## src/rtl/chpx_pkg.sv

```systemverilog
// Shared constants and types for the channel phasing and read crossing block.
package chpx_pkg;
   localparam int unsigned MCLK_HZ = 20_000_000;
   localparam int BYTE_W = 9;
   localparam int ROW_W = 3;
   localparam int COL_W = 5;
   localparam int ID_W = 6;
   localparam int WORD_W = 2 * BYTE_W;
   localparam int LAT_W = 4;
   localparam int CNT_W = 5;
   localparam int HALF_W = 6;
   localparam int QDEPTH = 4;
   localparam int QPTR_W = 2;
   localparam int SYNC_W = 5 + 2 * BYTE_W + ROW_W + COL_W;
   // Positions inside the synchroniser bundle.
   localparam int S_TXCLK = 0;
   localparam int S_RXCLK = 1;
   localparam int S_SCK = 2;
   localparam int S_CMD = 3;
   localparam int S_SERIAL_CHAIN_PORT_SECOND = 4;
   localparam int S_A = 5;
   localparam int S_B = S_A + BYTE_W;
   localparam int S_ROW = S_B + BYTE_W;
   localparam int S_COL = S_ROW + ROW_W;
   // Read latency limits and reset values; latencies in channel clock cycles, the half-period reset in master clock cycles.
   localparam logic [LAT_W-1:0] LAT_MIN = 4'h8;
   localparam logic [LAT_W-1:0] LAT_MAX = 4'hc;
   localparam logic [LAT_W-1:0] LAT_RESET = 4'h8;
   localparam logic [1:0] ADJ_NOMINAL = 2'h0;
   localparam logic [1:0] ADJ_EARLY = 2'h1;
   localparam logic [1:0] ADJ_LATE = 2'h2;
   localparam logic [HALF_W-1:0] HALF_RESET = 6'h04;
   localparam logic [ID_W-1:0] DEV_ID_RESET = 6'h00;
   typedef enum logic [1:0] {
      CHPX_CFG_OPEN = 2'b01,
      CHPX_CFG_LOCKED = 2'b10
   } chpx_cfg_e;
   typedef enum logic [4:0] {
      CHPX_TX_IDLE = 5'b00001,
      CHPX_TX_EVEN_WAIT = 5'b00010,
      CHPX_TX_ODD_WAIT = 5'b00100,
      CHPX_TX_ODD_DLY = 5'b01000,
      CHPX_TX_ODD_HOLD = 5'b10000
   } chpx_tx_e;
endpackage : chpx_pkg

```

## src/rtl/chpx_sync.sv

```systemverilog
// Two-flop synchroniser bank with a third stage for edge detection.
module chpx_sync #(
   parameter int W = 1
) (
   // Clocking
   input wire logic mclk,
   input wire logic rst,
   input wire logic ce,
   // Data
   input wire logic [W-1:0] d,
   output logic [W-1:0] q,
   output logic [W-1:0] q_d
);
   logic [W-1:0] meta;

   // The first stage feeds only the second; edges are taken from stages two and three.
   always_ff @(posedge mclk) begin
      if (rst) begin
         meta <= '0;
         q <= '0;
         q_d <= '0;
      end else if (ce) begin
         meta <= d;
         q <= meta;
         q_d <= q;
      end
   end
endmodule : chpx_sync

```

## src/rtl/chpx_top.sv

```systemverilog
// Channel phasing, serial control port and read data domain crossing.
// Operation
// - Transmit on transmit clock, receive on receive clock.
// - Capture every channel line twice per cycle.
// - Capture points at falling and rising receive edges.
// - Even bit 75%-25%, odd bit 25%-75%.
// - Controller makes serial clock; signals active high.
// - Command sampled rising (odd) and falling (even).
// - Serial data input sampled on falling edge.
// - Serial read output changes on falling edge.
// - Chain passes first-to-second, read data back.
// - Broadcast select wakes every sleeping device.
// - Otherwise only the addressed sleeping device wakes.
// - Read data crosses clocks for any phase.
// - Read data after latency minus phase offset.
// - Optional one cycle earlier for small offsets.
// - Optional one cycle later for large offsets.
// - Delay choice fixed at initialization.
// - Read latency programmable from 8 to 12.
module chpx_top (
   // Clocking
   input wire logic mclk,
   input wire logic rst,
   input wire logic ce,
   // Channel clocks
   input wire logic transmit_clock_true,
   input wire logic receive_clock_true,
   // Channel buses
   input wire logic [chpx_pkg::BYTE_W-1:0] data_byte_bus_a_in,
   output logic [chpx_pkg::BYTE_W-1:0] data_byte_bus_a_out,
   input wire logic [chpx_pkg::BYTE_W-1:0] data_byte_bus_b_in,
   output logic [chpx_pkg::BYTE_W-1:0] data_byte_bus_b_out,
   output logic data_bus_oe,
   input wire logic [chpx_pkg::ROW_W-1:0] row_bus,
   input wire logic [chpx_pkg::COL_W-1:0] col_bus,
   // Captured channel pairs
   output logic [chpx_pkg::WORD_W-1:0] rx_data_even,
   output logic [chpx_pkg::WORD_W-1:0] rx_data_odd,
   output logic [2*(chpx_pkg::ROW_W+chpx_pkg::COL_W)-1:0] rx_req_pair,
   output logic rx_pair_valid,
   // Read returns from the core
   input wire logic rd_cmd,
   input wire logic [chpx_pkg::WORD_W-1:0] rd_even,
   input wire logic [chpx_pkg::WORD_W-1:0] rd_odd,
   // Initialization
   input wire logic cfg_load,
   input wire logic [chpx_pkg::LAT_W-1:0] cfg_latency,
   input wire logic [1:0] cfg_adjust,
   output logic cfg_locked,
   // Serial control port
   input wire logic serial_clock,
   input wire logic serial_cmd,
   input wire logic serial_chain_port_first_in,
   output logic serial_chain_port_first_out,
   output logic serial_chain_port_first_oe,
   input wire logic serial_chain_port_second_in,
   output logic serial_chain_port_second_out,
   output logic serial_chain_port_second_oe,
   input wire logic sio_read_phase,
   input wire logic sio_tx_bit,
   input wire logic sio_tx_en,
   output logic [1:0] serial_cmd_bits,
   output logic serial_cmd_valid,
   output logic sio_rx_bit,
   output logic sio_rx_valid,
   // Power state wake-up
   input wire logic light_sleep_state,
   input wire logic deep_powerdown_state,
   input wire logic broadcast_wake_select,
   input wire logic [chpx_pkg::ID_W-1:0] device_id_strap,
   output logic wake_start
);
   logic [chpx_pkg::SYNC_W-1:0] s_q;
   logic [chpx_pkg::SYNC_W-1:0] s_qd;
   logic tx_rise, tx_fall, rx_rise, rx_fall, sck_rise, sck_fall;
   logic [chpx_pkg::BYTE_W-1:0] bus_a, bus_b;
   logic [chpx_pkg::ROW_W-1:0] row_s;
   logic [chpx_pkg::COL_W-1:0] col_s;
   logic cmd_s, first_s, second_s, asleep;

   // The first serial pin has its own pair of flops; only the second of them is read.
   logic first_meta, first_sync;

   chpx_sync #(.W(chpx_pkg::SYNC_W)) u_sync (
      .mclk(mclk),
      .rst(rst),
      .ce(ce),
      .d({col_bus, row_bus, data_byte_bus_b_in, data_byte_bus_a_in, serial_chain_port_second_in,
          serial_cmd, serial_clock, receive_clock_true, transmit_clock_true}),
      .q(s_q),
      .q_d(s_qd)
   );

   always_ff @(posedge mclk) begin
      if (rst) begin
         first_meta <= 1'b0;
         first_sync <= 1'b0;
      end else if (ce) begin
         first_meta <= serial_chain_port_first_in;
         first_sync <= first_meta;
      end
   end

   assign tx_rise = s_q[chpx_pkg::S_TXCLK] & ~s_qd[chpx_pkg::S_TXCLK];
   assign tx_fall = ~s_q[chpx_pkg::S_TXCLK] & s_qd[chpx_pkg::S_TXCLK];
   assign rx_rise = s_q[chpx_pkg::S_RXCLK] & ~s_qd[chpx_pkg::S_RXCLK];
   assign rx_fall = ~s_q[chpx_pkg::S_RXCLK] & s_qd[chpx_pkg::S_RXCLK];
   assign sck_rise = s_q[chpx_pkg::S_SCK] & ~s_qd[chpx_pkg::S_SCK];
   assign sck_fall = ~s_q[chpx_pkg::S_SCK] & s_qd[chpx_pkg::S_SCK];
   assign cmd_s = s_q[chpx_pkg::S_CMD];
   assign second_s = s_q[chpx_pkg::S_SERIAL_CHAIN_PORT_SECOND];
   assign first_s = first_sync;
   assign bus_a = s_q[chpx_pkg::S_A +: chpx_pkg::BYTE_W];
   assign bus_b = s_q[chpx_pkg::S_B +: chpx_pkg::BYTE_W];
   assign row_s = s_q[chpx_pkg::S_ROW +: chpx_pkg::ROW_W];
   assign col_s = s_q[chpx_pkg::S_COL +: chpx_pkg::COL_W];
   assign asleep = light_sleep_state | deep_powerdown_state;

   // Receive capture: even half at the falling receive edge, odd half at the rising one.
   logic [chpx_pkg::WORD_W-1:0] hold_even;
   logic [chpx_pkg::ROW_W+chpx_pkg::COL_W-1:0] hold_req;
   always_ff @(posedge mclk) begin
      if (rst) begin
         hold_even <= '0;
         hold_req <= '0;
         rx_data_even <= '0;
         rx_data_odd <= '0;
         rx_req_pair <= '0;
         rx_pair_valid <= 1'b0;
      end else if (ce) begin
         rx_pair_valid <= 1'b0;
         if (rx_fall) begin
            hold_even <= {bus_b, bus_a};
            hold_req <= {col_s, row_s};
         end
         if (rx_rise) begin
            rx_data_even <= hold_even;
            rx_data_odd <= {bus_b, bus_a};
            rx_req_pair <= {col_s, row_s, hold_req};
            rx_pair_valid <= 1'b1;
         end
      end
   end

   // Initialization latch; once locked, later loads are ignored so the return timing never moves.
   chpx_pkg::chpx_cfg_e cfg_state;
   logic [chpx_pkg::LAT_W-1:0] lat;
   logic [1:0] adj;
   always_ff @(posedge mclk) begin
      if (rst) begin
         cfg_state <= chpx_pkg::CHPX_CFG_OPEN;
         lat <= chpx_pkg::LAT_RESET;
         adj <= chpx_pkg::ADJ_NOMINAL;
      end else if (ce) begin
         case (cfg_state)
            chpx_pkg::CHPX_CFG_OPEN: begin
               if (cfg_load) begin
                  lat <= (cfg_latency < chpx_pkg::LAT_MIN) ? chpx_pkg::LAT_MIN :
                         (cfg_latency > chpx_pkg::LAT_MAX) ? chpx_pkg::LAT_MAX : cfg_latency;
                  adj <= (cfg_adjust == chpx_pkg::ADJ_LATE || cfg_adjust == chpx_pkg::ADJ_EARLY) ?
                         cfg_adjust : chpx_pkg::ADJ_NOMINAL;
                  cfg_state <= chpx_pkg::CHPX_CFG_LOCKED;
               end
            end
            chpx_pkg::CHPX_CFG_LOCKED: cfg_state <= chpx_pkg::CHPX_CFG_LOCKED;
            default: cfg_state <= chpx_pkg::CHPX_CFG_OPEN;
         endcase
      end
   end
   always_ff @(posedge mclk) begin
      if (rst) cfg_locked <= 1'b0;
      else if (ce) cfg_locked <= (cfg_state == chpx_pkg::CHPX_CFG_LOCKED);
   end

   // Receive-clock countdown before handing to the transmit side; the final hop is a transmit edge.
   function automatic logic [chpx_pkg::CNT_W-1:0] eff_delay(input logic [chpx_pkg::LAT_W-1:0] l,
                                                             input logic [1:0] a);
      logic [chpx_pkg::CNT_W-1:0] base;
      base = {1'b0, l} - 5'h01;
      case (a)
         chpx_pkg::ADJ_EARLY: eff_delay = base - 5'h01;
         chpx_pkg::ADJ_LATE: eff_delay = base + 5'h01;
         default: eff_delay = base;
      endcase
   endfunction : eff_delay

   logic [chpx_pkg::QDEPTH-1:0] q_valid;
   logic [chpx_pkg::CNT_W-1:0] q_cnt [chpx_pkg::QDEPTH];
   logic [chpx_pkg::WORD_W-1:0] q_even [chpx_pkg::QDEPTH];
   logic [chpx_pkg::WORD_W-1:0] q_odd [chpx_pkg::QDEPTH];
   logic [chpx_pkg::QPTR_W-1:0] wp, rp;
   logic head_ready, take;
   chpx_pkg::chpx_tx_e tx_state;

   assign head_ready = q_valid[rp] && (q_cnt[rp] == '0);
   assign take = tx_rise && head_ready &&
                 (tx_state == chpx_pkg::CHPX_TX_IDLE || tx_state == chpx_pkg::CHPX_TX_ODD_HOLD);

   genvar gi;
   generate
      for (gi = 0; gi < chpx_pkg::QDEPTH; gi++) begin : g_q
         always_ff @(posedge mclk) begin
            if (rst) begin
               q_valid[gi] <= 1'b0;
               q_cnt[gi] <= '0;
               q_even[gi] <= '0;
               q_odd[gi] <= '0;
            end else if (ce) begin
               if (rd_cmd && wp == chpx_pkg::QPTR_W'(gi)) begin
                  q_valid[gi] <= 1'b1;
                  q_cnt[gi] <= eff_delay(lat, adj);
                  q_even[gi] <= rd_even;
                  q_odd[gi] <= rd_odd;
               end else if (take && rp == chpx_pkg::QPTR_W'(gi)) begin
                  q_valid[gi] <= 1'b0;
               end else if (rx_fall && q_valid[gi] && q_cnt[gi] != '0) begin
                  q_cnt[gi] <= q_cnt[gi] - 5'h01;
               end
            end
         end
      end
   endgenerate

   always_ff @(posedge mclk) begin
      if (rst) begin
         wp <= '0;
         rp <= '0;
      end else if (ce) begin
         if (rd_cmd) wp <= wp + 2'h1;
         if (take) rp <= rp + 2'h1;
      end
   end

   // Transmit low-phase measurement gives the quarter-cycle offset for the drive points.
   logic [chpx_pkg::HALF_W-1:0] half_cnt, half_len, qtimer;
   logic [chpx_pkg::HALF_W-1:0] quarter;
   assign quarter = (half_len[chpx_pkg::HALF_W-1:1] == '0) ? 6'h01 : {1'b0, half_len[chpx_pkg::HALF_W-1:1]};
   always_ff @(posedge mclk) begin
      if (rst) begin
         half_cnt <= '0;
         half_len <= chpx_pkg::HALF_RESET;
      end else if (ce) begin
         if (tx_fall) half_cnt <= 6'h01;
         else if (half_cnt != '1) half_cnt <= half_cnt + 6'h01;
         if (tx_rise) half_len <= half_cnt;
      end
   end

   // Transmit sequencer, timed only from transmit clock edges.
   logic [chpx_pkg::WORD_W-1:0] st_even, st_odd;
   logic st_valid;
   always_ff @(posedge mclk) begin
      if (rst) begin
         tx_state <= chpx_pkg::CHPX_TX_IDLE;
         st_even <= '0;
         st_odd <= '0;
         st_valid <= 1'b0;
         qtimer <= '0;
         data_byte_bus_a_out <= '0;
         data_byte_bus_b_out <= '0;
         data_bus_oe <= 1'b0;
      end else if (ce) begin
         if (qtimer != '0) qtimer <= qtimer - 6'h01;
         case (tx_state)
            chpx_pkg::CHPX_TX_IDLE, chpx_pkg::CHPX_TX_ODD_HOLD: begin
               if (tx_rise) begin
                  st_valid <= head_ready;
                  st_even <= q_even[rp];
                  st_odd <= q_odd[rp];
                  qtimer <= quarter;
                  tx_state <= (head_ready || tx_state == chpx_pkg::CHPX_TX_ODD_HOLD) ?
                              chpx_pkg::CHPX_TX_EVEN_WAIT : chpx_pkg::CHPX_TX_IDLE;
               end
            end
            chpx_pkg::CHPX_TX_EVEN_WAIT: begin
               if (qtimer == 6'h01 || qtimer == '0) begin
                  if (st_valid) begin
                     {data_byte_bus_b_out, data_byte_bus_a_out} <= st_even;
                     data_bus_oe <= 1'b1;
                     tx_state <= chpx_pkg::CHPX_TX_ODD_WAIT;
                  end else begin
                     data_bus_oe <= 1'b0;
                     tx_state <= chpx_pkg::CHPX_TX_IDLE;
                  end
               end
            end
            chpx_pkg::CHPX_TX_ODD_WAIT: begin
               if (tx_fall) begin
                  qtimer <= quarter;
                  tx_state <= chpx_pkg::CHPX_TX_ODD_DLY;
               end
            end
            chpx_pkg::CHPX_TX_ODD_DLY: begin
               if (qtimer == 6'h01 || qtimer == '0) begin
                  {data_byte_bus_b_out, data_byte_bus_a_out} <= st_odd;
                  tx_state <= chpx_pkg::CHPX_TX_ODD_HOLD;
               end
            end
            default: tx_state <= chpx_pkg::CHPX_TX_IDLE;
         endcase
      end
   end

   // Serial port: command pairs, data input, read output and the daisy chain.
   logic cmd_odd;
   logic [chpx_pkg::ID_W-1:0] dev_id;
   always_ff @(posedge mclk) begin
      if (rst) begin
         cmd_odd <= 1'b0;
         serial_cmd_bits <= '0;
         serial_cmd_valid <= 1'b0;
         sio_rx_bit <= 1'b0;
         sio_rx_valid <= 1'b0;
      end else if (ce) begin
         serial_cmd_valid <= 1'b0;
         sio_rx_valid <= 1'b0;
         if (sck_rise) cmd_odd <= cmd_s;
         if (sck_fall) begin
            serial_cmd_bits <= {cmd_odd, cmd_s};
            serial_cmd_valid <= 1'b1;
            sio_rx_bit <= first_s;
            sio_rx_valid <= 1'b1;
         end
      end
   end

   // The chain is relayed every master clock rather than on serial clock edges.
   always_ff @(posedge mclk) begin
      if (rst) begin
         serial_chain_port_first_out <= 1'b0;
         serial_chain_port_first_oe <= 1'b0;
         serial_chain_port_second_out <= 1'b0;
         serial_chain_port_second_oe <= 1'b0;
      end else if (ce) begin
         serial_chain_port_second_out <= first_s;
         serial_chain_port_second_oe <= ~sio_read_phase;
         serial_chain_port_first_oe <= sio_read_phase;
         if (!sio_tx_en) serial_chain_port_first_out <= second_s;
         else if (sck_fall) serial_chain_port_first_out <= sio_tx_bit;
      end
   end

   // Wake request: cmd high at a rising serial edge while asleep.
   always_ff @(posedge mclk) begin
      if (rst) begin
         dev_id <= device_id_strap;
         wake_start <= 1'b0;
      end else if (ce) begin
         wake_start <= sck_rise && cmd_s && asleep &&
                       (broadcast_wake_select || bus_a[chpx_pkg::ID_W-1:0] == dev_id);
      end
   end

   property p_rx_even;
      @(posedge mclk) disable iff (rst || !ce) rx_fall |=> hold_even == $past({bus_b, bus_a});
   endproperty
   a_rx_even: assert property (p_rx_even) else $error("even capture not taken at falling edge");
   property p_rx_pair;
      @(posedge mclk) disable iff (rst || !ce) rx_rise |=> rx_pair_valid && rx_data_even == $past(hold_even);
   endproperty
   a_rx_pair: assert property (p_rx_pair) else $error("pair not delivered at rising edge");
   property p_cfg_fixed;
      @(posedge mclk) disable iff (rst || !ce) cfg_locked |=> cfg_locked && $stable(lat) && $stable(adj);
   endproperty
   a_cfg_fixed: assert property (p_cfg_fixed) else $error("delay choice changed after lock");
   property p_lat_range;
      @(posedge mclk) disable iff (rst) lat >= chpx_pkg::LAT_MIN && lat <= chpx_pkg::LAT_MAX;
   endproperty
   a_lat_range: assert property (p_lat_range) else $error("latency outside 8..12");
   property p_load_cnt;
      @(posedge mclk) disable iff (rst || !ce) rd_cmd |=> q_cnt[$past(wp)] ==
         {1'b0, lat} - ((adj == chpx_pkg::ADJ_EARLY) ? 5'h02 : 5'h01) + ((adj == chpx_pkg::ADJ_LATE) ? 5'h01 : 5'h00);
   endproperty
   a_load_cnt: assert property (p_load_cnt) else $error("read countdown loaded wrong");
   property p_even_drive;
      @(posedge mclk) disable iff (rst || !ce)
         (tx_state == chpx_pkg::CHPX_TX_EVEN_WAIT && qtimer == 6'h01 && st_valid) |=>
            data_bus_oe && {data_byte_bus_b_out, data_byte_bus_a_out} == $past(st_even);
   endproperty
   a_even_drive: assert property (p_even_drive) else $error("even bit not driven");
   property p_oe_from_tx;
      @(posedge mclk) disable iff (rst || !ce) $rose(data_bus_oe) |-> $past(tx_state == chpx_pkg::CHPX_TX_EVEN_WAIT);
   endproperty
   a_oe_from_tx: assert property (p_oe_from_tx) else $error("drive not timed from transmit clock");
   property p_cmd;
      @(posedge mclk) disable iff (rst || !ce)
         sck_fall |=> serial_cmd_valid && serial_cmd_bits == {$past(cmd_odd), $past(cmd_s)};
   endproperty
   a_cmd: assert property (p_cmd) else $error("command pair wrong");
   property p_sdin;
      @(posedge mclk) disable iff (rst || !ce) sck_fall |=> sio_rx_valid && sio_rx_bit == $past(first_s);
   endproperty
   a_sdin: assert property (p_sdin) else $error("serial input not sampled at falling edge");
   property p_sdout;
      @(posedge mclk) disable iff (rst || !ce)
         (sio_tx_en && !sck_fall) |=> $stable(serial_chain_port_first_out);
   endproperty
   a_sdout: assert property (p_sdout) else $error("serial output moved off the falling edge");
   property p_relay;
      @(posedge mclk) disable iff (rst || !ce) !sio_read_phase |=> serial_chain_port_second_oe &&
         serial_chain_port_second_out == $past(first_s);
   endproperty
   a_relay: assert property (p_relay) else $error("chain relay broken");
   property p_bcast;
      @(posedge mclk) disable iff (rst || !ce)
         (sck_rise && cmd_s && asleep && broadcast_wake_select) |=> wake_start;
   endproperty
   a_bcast: assert property (p_bcast) else $error("broadcast wake missed");
   property p_directed;
      @(posedge mclk) disable iff (rst || !ce)
         (!broadcast_wake_select && bus_a[chpx_pkg::ID_W-1:0] != dev_id) |=> !wake_start;
   endproperty
   a_directed: assert property (p_directed) else $error("wrong device woke");
   c_read: cover property (@(posedge mclk) disable iff (rst) take);
   c_odd: cover property (@(posedge mclk) disable iff (rst) tx_state == chpx_pkg::CHPX_TX_ODD_HOLD);
   c_wake: cover property (@(posedge mclk) disable iff (rst) wake_start);
endmodule : chpx_top

```

## config.mk

```make
export PLATFORM = sky130hd
export DESIGN_NAME = chpx_top
export DESIGN_NICKNAME = d
export VERILOG_FILES = /design/src/rtl/chpx_pkg.sv /design/src/rtl/chpx_sync.sv /design/src/rtl/chpx_top.sv
export SDC_FILE = /design/constraint.sdc
export NUM_CORES = 1
export LEC_CHECK = 0
export BUFFER_PORTS_ARGS = -buffer_cell sky130_fd_sc_hd__buf_2
export CORE_MARGIN = 2
export CORE_UTILIZATION = 30
export DETAILED_ROUTE_END_ITERATION = 10
export PLACE_DENSITY = 0.52
export SLEW_MARGIN = 0
export SYNTH_ARGS = -nofsm -noshare
export SYNTH_HDL_FRONTEND = slang
export SYNTH_SLANG_ARGS = --single-unit
```

## constraint.sdc

```tcl
create_clock -name mclk -period 3.4 [get_ports mclk]
set_clock_uncertainty 0.1 [all_clocks]
set_input_delay 0.17 -clock mclk [delete_from_list [all_inputs] [get_ports mclk]]
set_output_delay 0.17 -clock mclk [all_outputs]
set_load 0.02 [all_outputs]
```

# == After elaboration in Yosys (flattened, before gate mapping) ==
# Memories as Yosys holds them, arrays and structs flattened. A register that Yosys moved wholly into a read port is not among the register bits.
# Cells that the tools add are included.
# word_totals
reg_bits,222
mem_bits_rw,164
in_bits,91
out_inout_bits,83
wordCells,291
n_memories,3
# op_classes
add_sub_neg,11
magnitude_cmp,3
eq_ne,27
mux,115
bitwise_logic,30
n_reduce_logical,63
# memory_table
name,words,width,rd,rd_ports_with_merged_regs,write_ports,line,source
q_even,4,18,1,1,4,chpx_top.sv:189,logic [chpx_pkg::WORD_W-1:0] q_even [chpx_pkg::QDEPTH];
q_odd,4,18,1,1,4,chpx_top.sv:190,logic [chpx_pkg::WORD_W-1:0] q_odd [chpx_pkg::QDEPTH];
q_cnt,4,5,5,1,4,chpx_top.sv:188,logic [chpx_pkg::CNT_W-1:0] q_cnt [chpx_pkg::QDEPTH];
# op_table
operator,n
two-way mux 18 bit,8
two-way mux 5 bit,25
two-way mux 1 bit,56
two-way mux 9 bit,6
one-hot mux 9 bit (2 select lines),2
two-way mux 6 bit,5
AND reduction 2 bit,14
subtractor 5 x 1 -> 5 bit (second input constant),5
logical AND 1 bit,22
one-hot mux 5 bit (4 select lines),1
nonzero test 5 bit,4
bitwise OR 1 bit,17
== test 2 bit (second input constant),7
inequality test 2 bit (second input constant),6
one-hot mux 6 bit (2 select lines),1
nonzero test 2 bit,6
== test 2 x 1 -> 1 bit (second input constant),5
zero test 5 bit,2
two-way mux 2 bit,5
one-hot mux 5 bit (2 select lines),1
AND reduction 5 bit,2
AND reduction 3 bit,3
two-way mux 4 bit,2
inverter 1 bit,7
other kinds (26),37

# == Logic depth before layout (Yosys ltp) ==
# depth
ltp_word,12
ltp_mapped,11
mapped_depth_nobuf,10

# == Modules after synthesis ==
# Synthesis repeated with hierarchy kept, for this count alone.
# hier_totals
cells_unflattened,1740
area_unflattened_um2,18686.7
# by_module_without_submodules
mod,instances,cells_per_inst,area_per_inst_um2,seq_area_each_um2
chpx_top,1,1440,15323.4,8868.5
chpx_sync,1,300,3363.2,1861.8

# == Worst setup path before layout ==
# OpenSTA, ideal clock, no wires.
# synth_path
path_type,in2reg
start,input ce
end,"memory q_cnt[1][0] (netlist bit), enable pin"
setup_time_ns,0.349
arrival_time_ns,2.058
t_required_ns,2.951
path_slack_ns,0.893
path_stages,5
path_buffers,2
path_cell_list,clkbuf_1 -> clkbuf_1 -> nand3_1 -> nand2b_1 -> o21bai_1
# synth_lines
element,line,source
"start, declared",chpx_top.sv:24,"input wire logic ce,"
"end, declared",chpx_top.sv:188,

==> results.sh <==
export IMPL_maxCapViolCount=0
export IMPL_h_tree_depth=2
export IMPL_nNetsFinal=1998
export IMPL_synth_seq_cells=423
export IMPL_grt_antenna_before_repair=1
export IMPL_cts_tree="done"
export IMPL_crit_buf_inv=2
export IMPL_cts_buffers=47
export IMPL_yosysMostFrequentCell="nand2_1"
export IMPL_cp_slowest_stage_delay_ns=0.46
export IMPL_critPathKind="reg -> reg"
export IMPL_clock_path_buffers=3
export IMPL_io_buffer_count=173
export IMPL_crit_path_top_delay_cell="dfxtp_1"
export IMPL_wl_um=44300
export IMPL_post_drt_via_cell_ratio=4.67
export IMPL_drive_gt1_share_pct=17.3
export IMPL_rr_startpoint="lat[0]"
export IMPL_placementRows=88
export IMPL_cts_root_buf="clkbuf_16"
export IMPL_ir_drop_uv=335
export IMPL_register_area_um2=10200
export IMPL_grt_start_max_net_pins=155
export IMPL_fp_dieH_um=246
export IMPL_wire_per_inst_um=16.5
export IMPL_ys_seq_area_share_pct=58.1
export IMPL_clkTransAtPathRegs_ns=0.06
export IMPL_power_total_w=0.0113
export IMPL_die_area_um2=60300
export IMPL_rsz0062_at_grt="no"
export IMPL_cp_end_kind="flop"
export IMPL_tns_ns=0
export IMPL_required_ns=3.60
export IMPL_fillCellCount=5758
export IMPL_critPathArrivalTime_ns=2.78
export IMPL_status="completed"
export IMPL_place_gp_congestion=0.784
export IMPL_period_share_pct=76.0
export IMPL_syn_to_final_growth_pct=23.9
export IMPL_power_leakage_nw=8.23
export IMPL_multiInputGateArea_um2=6850
export IMPL_rr_worst_depth=9
export IMPL_postCtsSetupBuffers=0
export IMPL_relSlewSlack_pct=29.7
export IMPL_period_needed_ns=2.58
export IMPL_drtIter0Drc=680
export IMPL_drt_pass1_iter_count=5
export IMPL_netlist_area_leader_share_pct=29.1
export IMPL_clkLatencyLatePin_ns=0.58
export IMPL_drc=0
export IMPL_hold_depth=2
export IMPL_cts_resized=0
export IMPL_crit_fanout=6
export IMPL_grtUsageTotal_pct=14.7
export IMPL_clock_sinks=423
export IMPL_setup_viol=0
export IMPL_setup_ws_ns=0.818
export IMPL_start_util_pct=30.4
export IMPL_min_to="dev_id[3]"
export IMPL_dp_hpwl_um=27700
export IMPL_tightest_slew_ns=1.05
export IMPL_synthesis_nets=1747
export IMPL_startpoint_type="flop"
export IMPL_overflow=0
export IMPL_synthCells=1634
export IMPL_dp_cells=2498
export IMPL_coreArea_um2=57700
export IMPL_netlist_area_um2=17500
export IMPL_powerDensity_nw_per_um2=520
export IMPL_pre_cts_ws_ns=0.775
export IMPL_instances_no_fill=2689
export IMPL_synthTopCellsByCount="nand2_1 (307), dfxtp_1 (253), edfxtp_1 (170)"
export IMPL_avgSynthCellArea_um2=10.7
export IMPL_fmax_mhz=387
export IMPL_utilization_pct=37.6
export IMPL_yosys_top_cells_area="edfxtp_1 (29%), dfxtp_1 (29%), nand2_1 (6.6%)"
export IMPL_grt_pass1_wl_um=70200
export IMPL_cp_top_family="adder cells"
export IMPL_ys_flop_type="dfxtp_1"
export IMPL_maxSlewViolCount=0
export IMPL_critPathLaunch="lat[0]"
export IMPL_die_w_um=246
export IMPL_finalHoldViolCount=0
export IMPL_drt_antenna_violating_nets=0
export IMPL_vias=12600
export IMPL_min_from="device_id_strap[3]"
export IMPL_first_global_vias=12800
export IMPL_yosysUniqueCellTypes=59
export IMPL_pin_count=174
export IMPL_async_reset_ff_share_pct=0
export IMPL_synth_edf_count=170
export IMPL_min_path_type="in -> reg"
export IMPL_yosys_warnings=0
export IMPL_r2r_end="q_cnt[1][3]"
export IMPL_rrSetupSlack_ns=0.82
export IMPL_synth_area_leader_cell="edfxtp_1"
export IMPL_cp_cell_sequence="inv_1, ha_1, inv_1, ha_1, a21o_1, a21oi_1, xnor2_1, mux2i_1, o32ai_1"
## cell usage in the layout (no fill, tap or decap), types with 7 or more instances in the layout
master,instances
nand2_1,307
dfxtp_1,252
buf_2,171
edfxtp_1,170
a21oi_1,149
and2_1,146
nor2_1,131
dlygate4sd3_1,103
mux2i_1,82
clkbuf_16,48
mux4_2,37
inv_1,30
buf_4,26
nand3_1,24
ha_1,22
a311oi_1,18
xnor2_1,17
o21ai_0,13
o32ai_1,12
xor2_1,10
clkinv_2,10
clkbuf_1,10
nor3_1,9
clkinv_1,9
nand2b_1,7
## repair_timing
item,in CTS,in global routing
hold endpoints to repair,232,0
setup endpoints to repair,0,0
hold buffers,103,0
## kinds of logic after synthesis
group / synth area share [%]
buffers and inverters: 3.05
XOR/XNOR: 1.35
AO/OA/AOI/OAI: 8.43
flip-flops: 58.1
multiplexers: 9.57
adder cells (fa/ha/maj): 1.57
AND/OR/NAND/NOR: 18.0
## how the worst max path moves through the flow
stage	end	slack, ns	cells past startpoint
after detailed placement	q_cnt[1][3]	0.78	9
after global routing	q_cnt[2][4]	0.55	9
after global placement	q_cnt[1][3]	0.84	9
after floorplan	q_cnt[1][0]	0.89	5
after CTS	q_cnt[1][3]	0.78	9
final	q_cnt[1][3]	0.82	9
## cell type report
type / count / area share, %
multi-input combinational: 1081 / 31.5
clock buffer: 62 / 5.96
tap: 765 / 4.41
timing repair buffer: 302 / 9.75
sequential: 423 / 46.9
clock inverter: 25 / 0.951
antenna: 1 / 0.0115
inverter: 30 / 0.519
## through the flow
step / instance area (µm²) / hold slack [ns]
after floorplan: 17500 / 0.169
after global placement: 19200 / 0.251
after detailed placement: 19200 / 0.248
after CTS: 21700 / 0.162
after global routing: 21700 / 0.196
final: 21700 / 0.211
## power breakdown
group | switching (W) | leakage, nW | internal, W
Combinational | 0.000439 | 3.67 | 0.000355
Clock | 0.00205 | 0.739 | 0.00290
Sequential | 0.0000947 | 3.82 | 0.00545
## worst register-to-register path, cell delays in order (launching register included)
cell and delay, ns:
dfxtp_1 0.46, inv_1 0.10, ha_1 0.30, inv_1 0.05
ha_1 0.31, a21o_1 0.19, a21oi_1 0.17, xnor2_1 0.08
mux2i_1 0.40, o32ai_1 0.15
## flip-flops by register name, indices dropped and copies added (netlist names), 3 cells and up, named ones only
register and cells:
data_byte_bus_a_out 9, data_byte_bus_b_out 9, dev_id 6, half_cnt 6
half_len 5, hold_even 18, hold_req 8, lat 4
q_cnt 20, q_even 72, q_odd 72, q_valid 4
qtimer 6, rx_data_even 18, rx_data_odd 18, rx_req_pair 16
st_even 18, st_odd 18, tx_state 5, u_sync.meta 31
u_sync.q 31, u_sync.q_d 3
## routing by layer
layer / vias to the layer above / part of all wire (%) / track usage (%)
met5: - / 0 / 0
met4: 0 / 2.2 / 4.24
li1: 6173 / - / -
met1: 6041 / 45 / 19.1
met2: 279 / 47 / 24.6
met3: 64 / 5.5 / 2.83
Note: power is estimated with default switching activity, not from simulation.
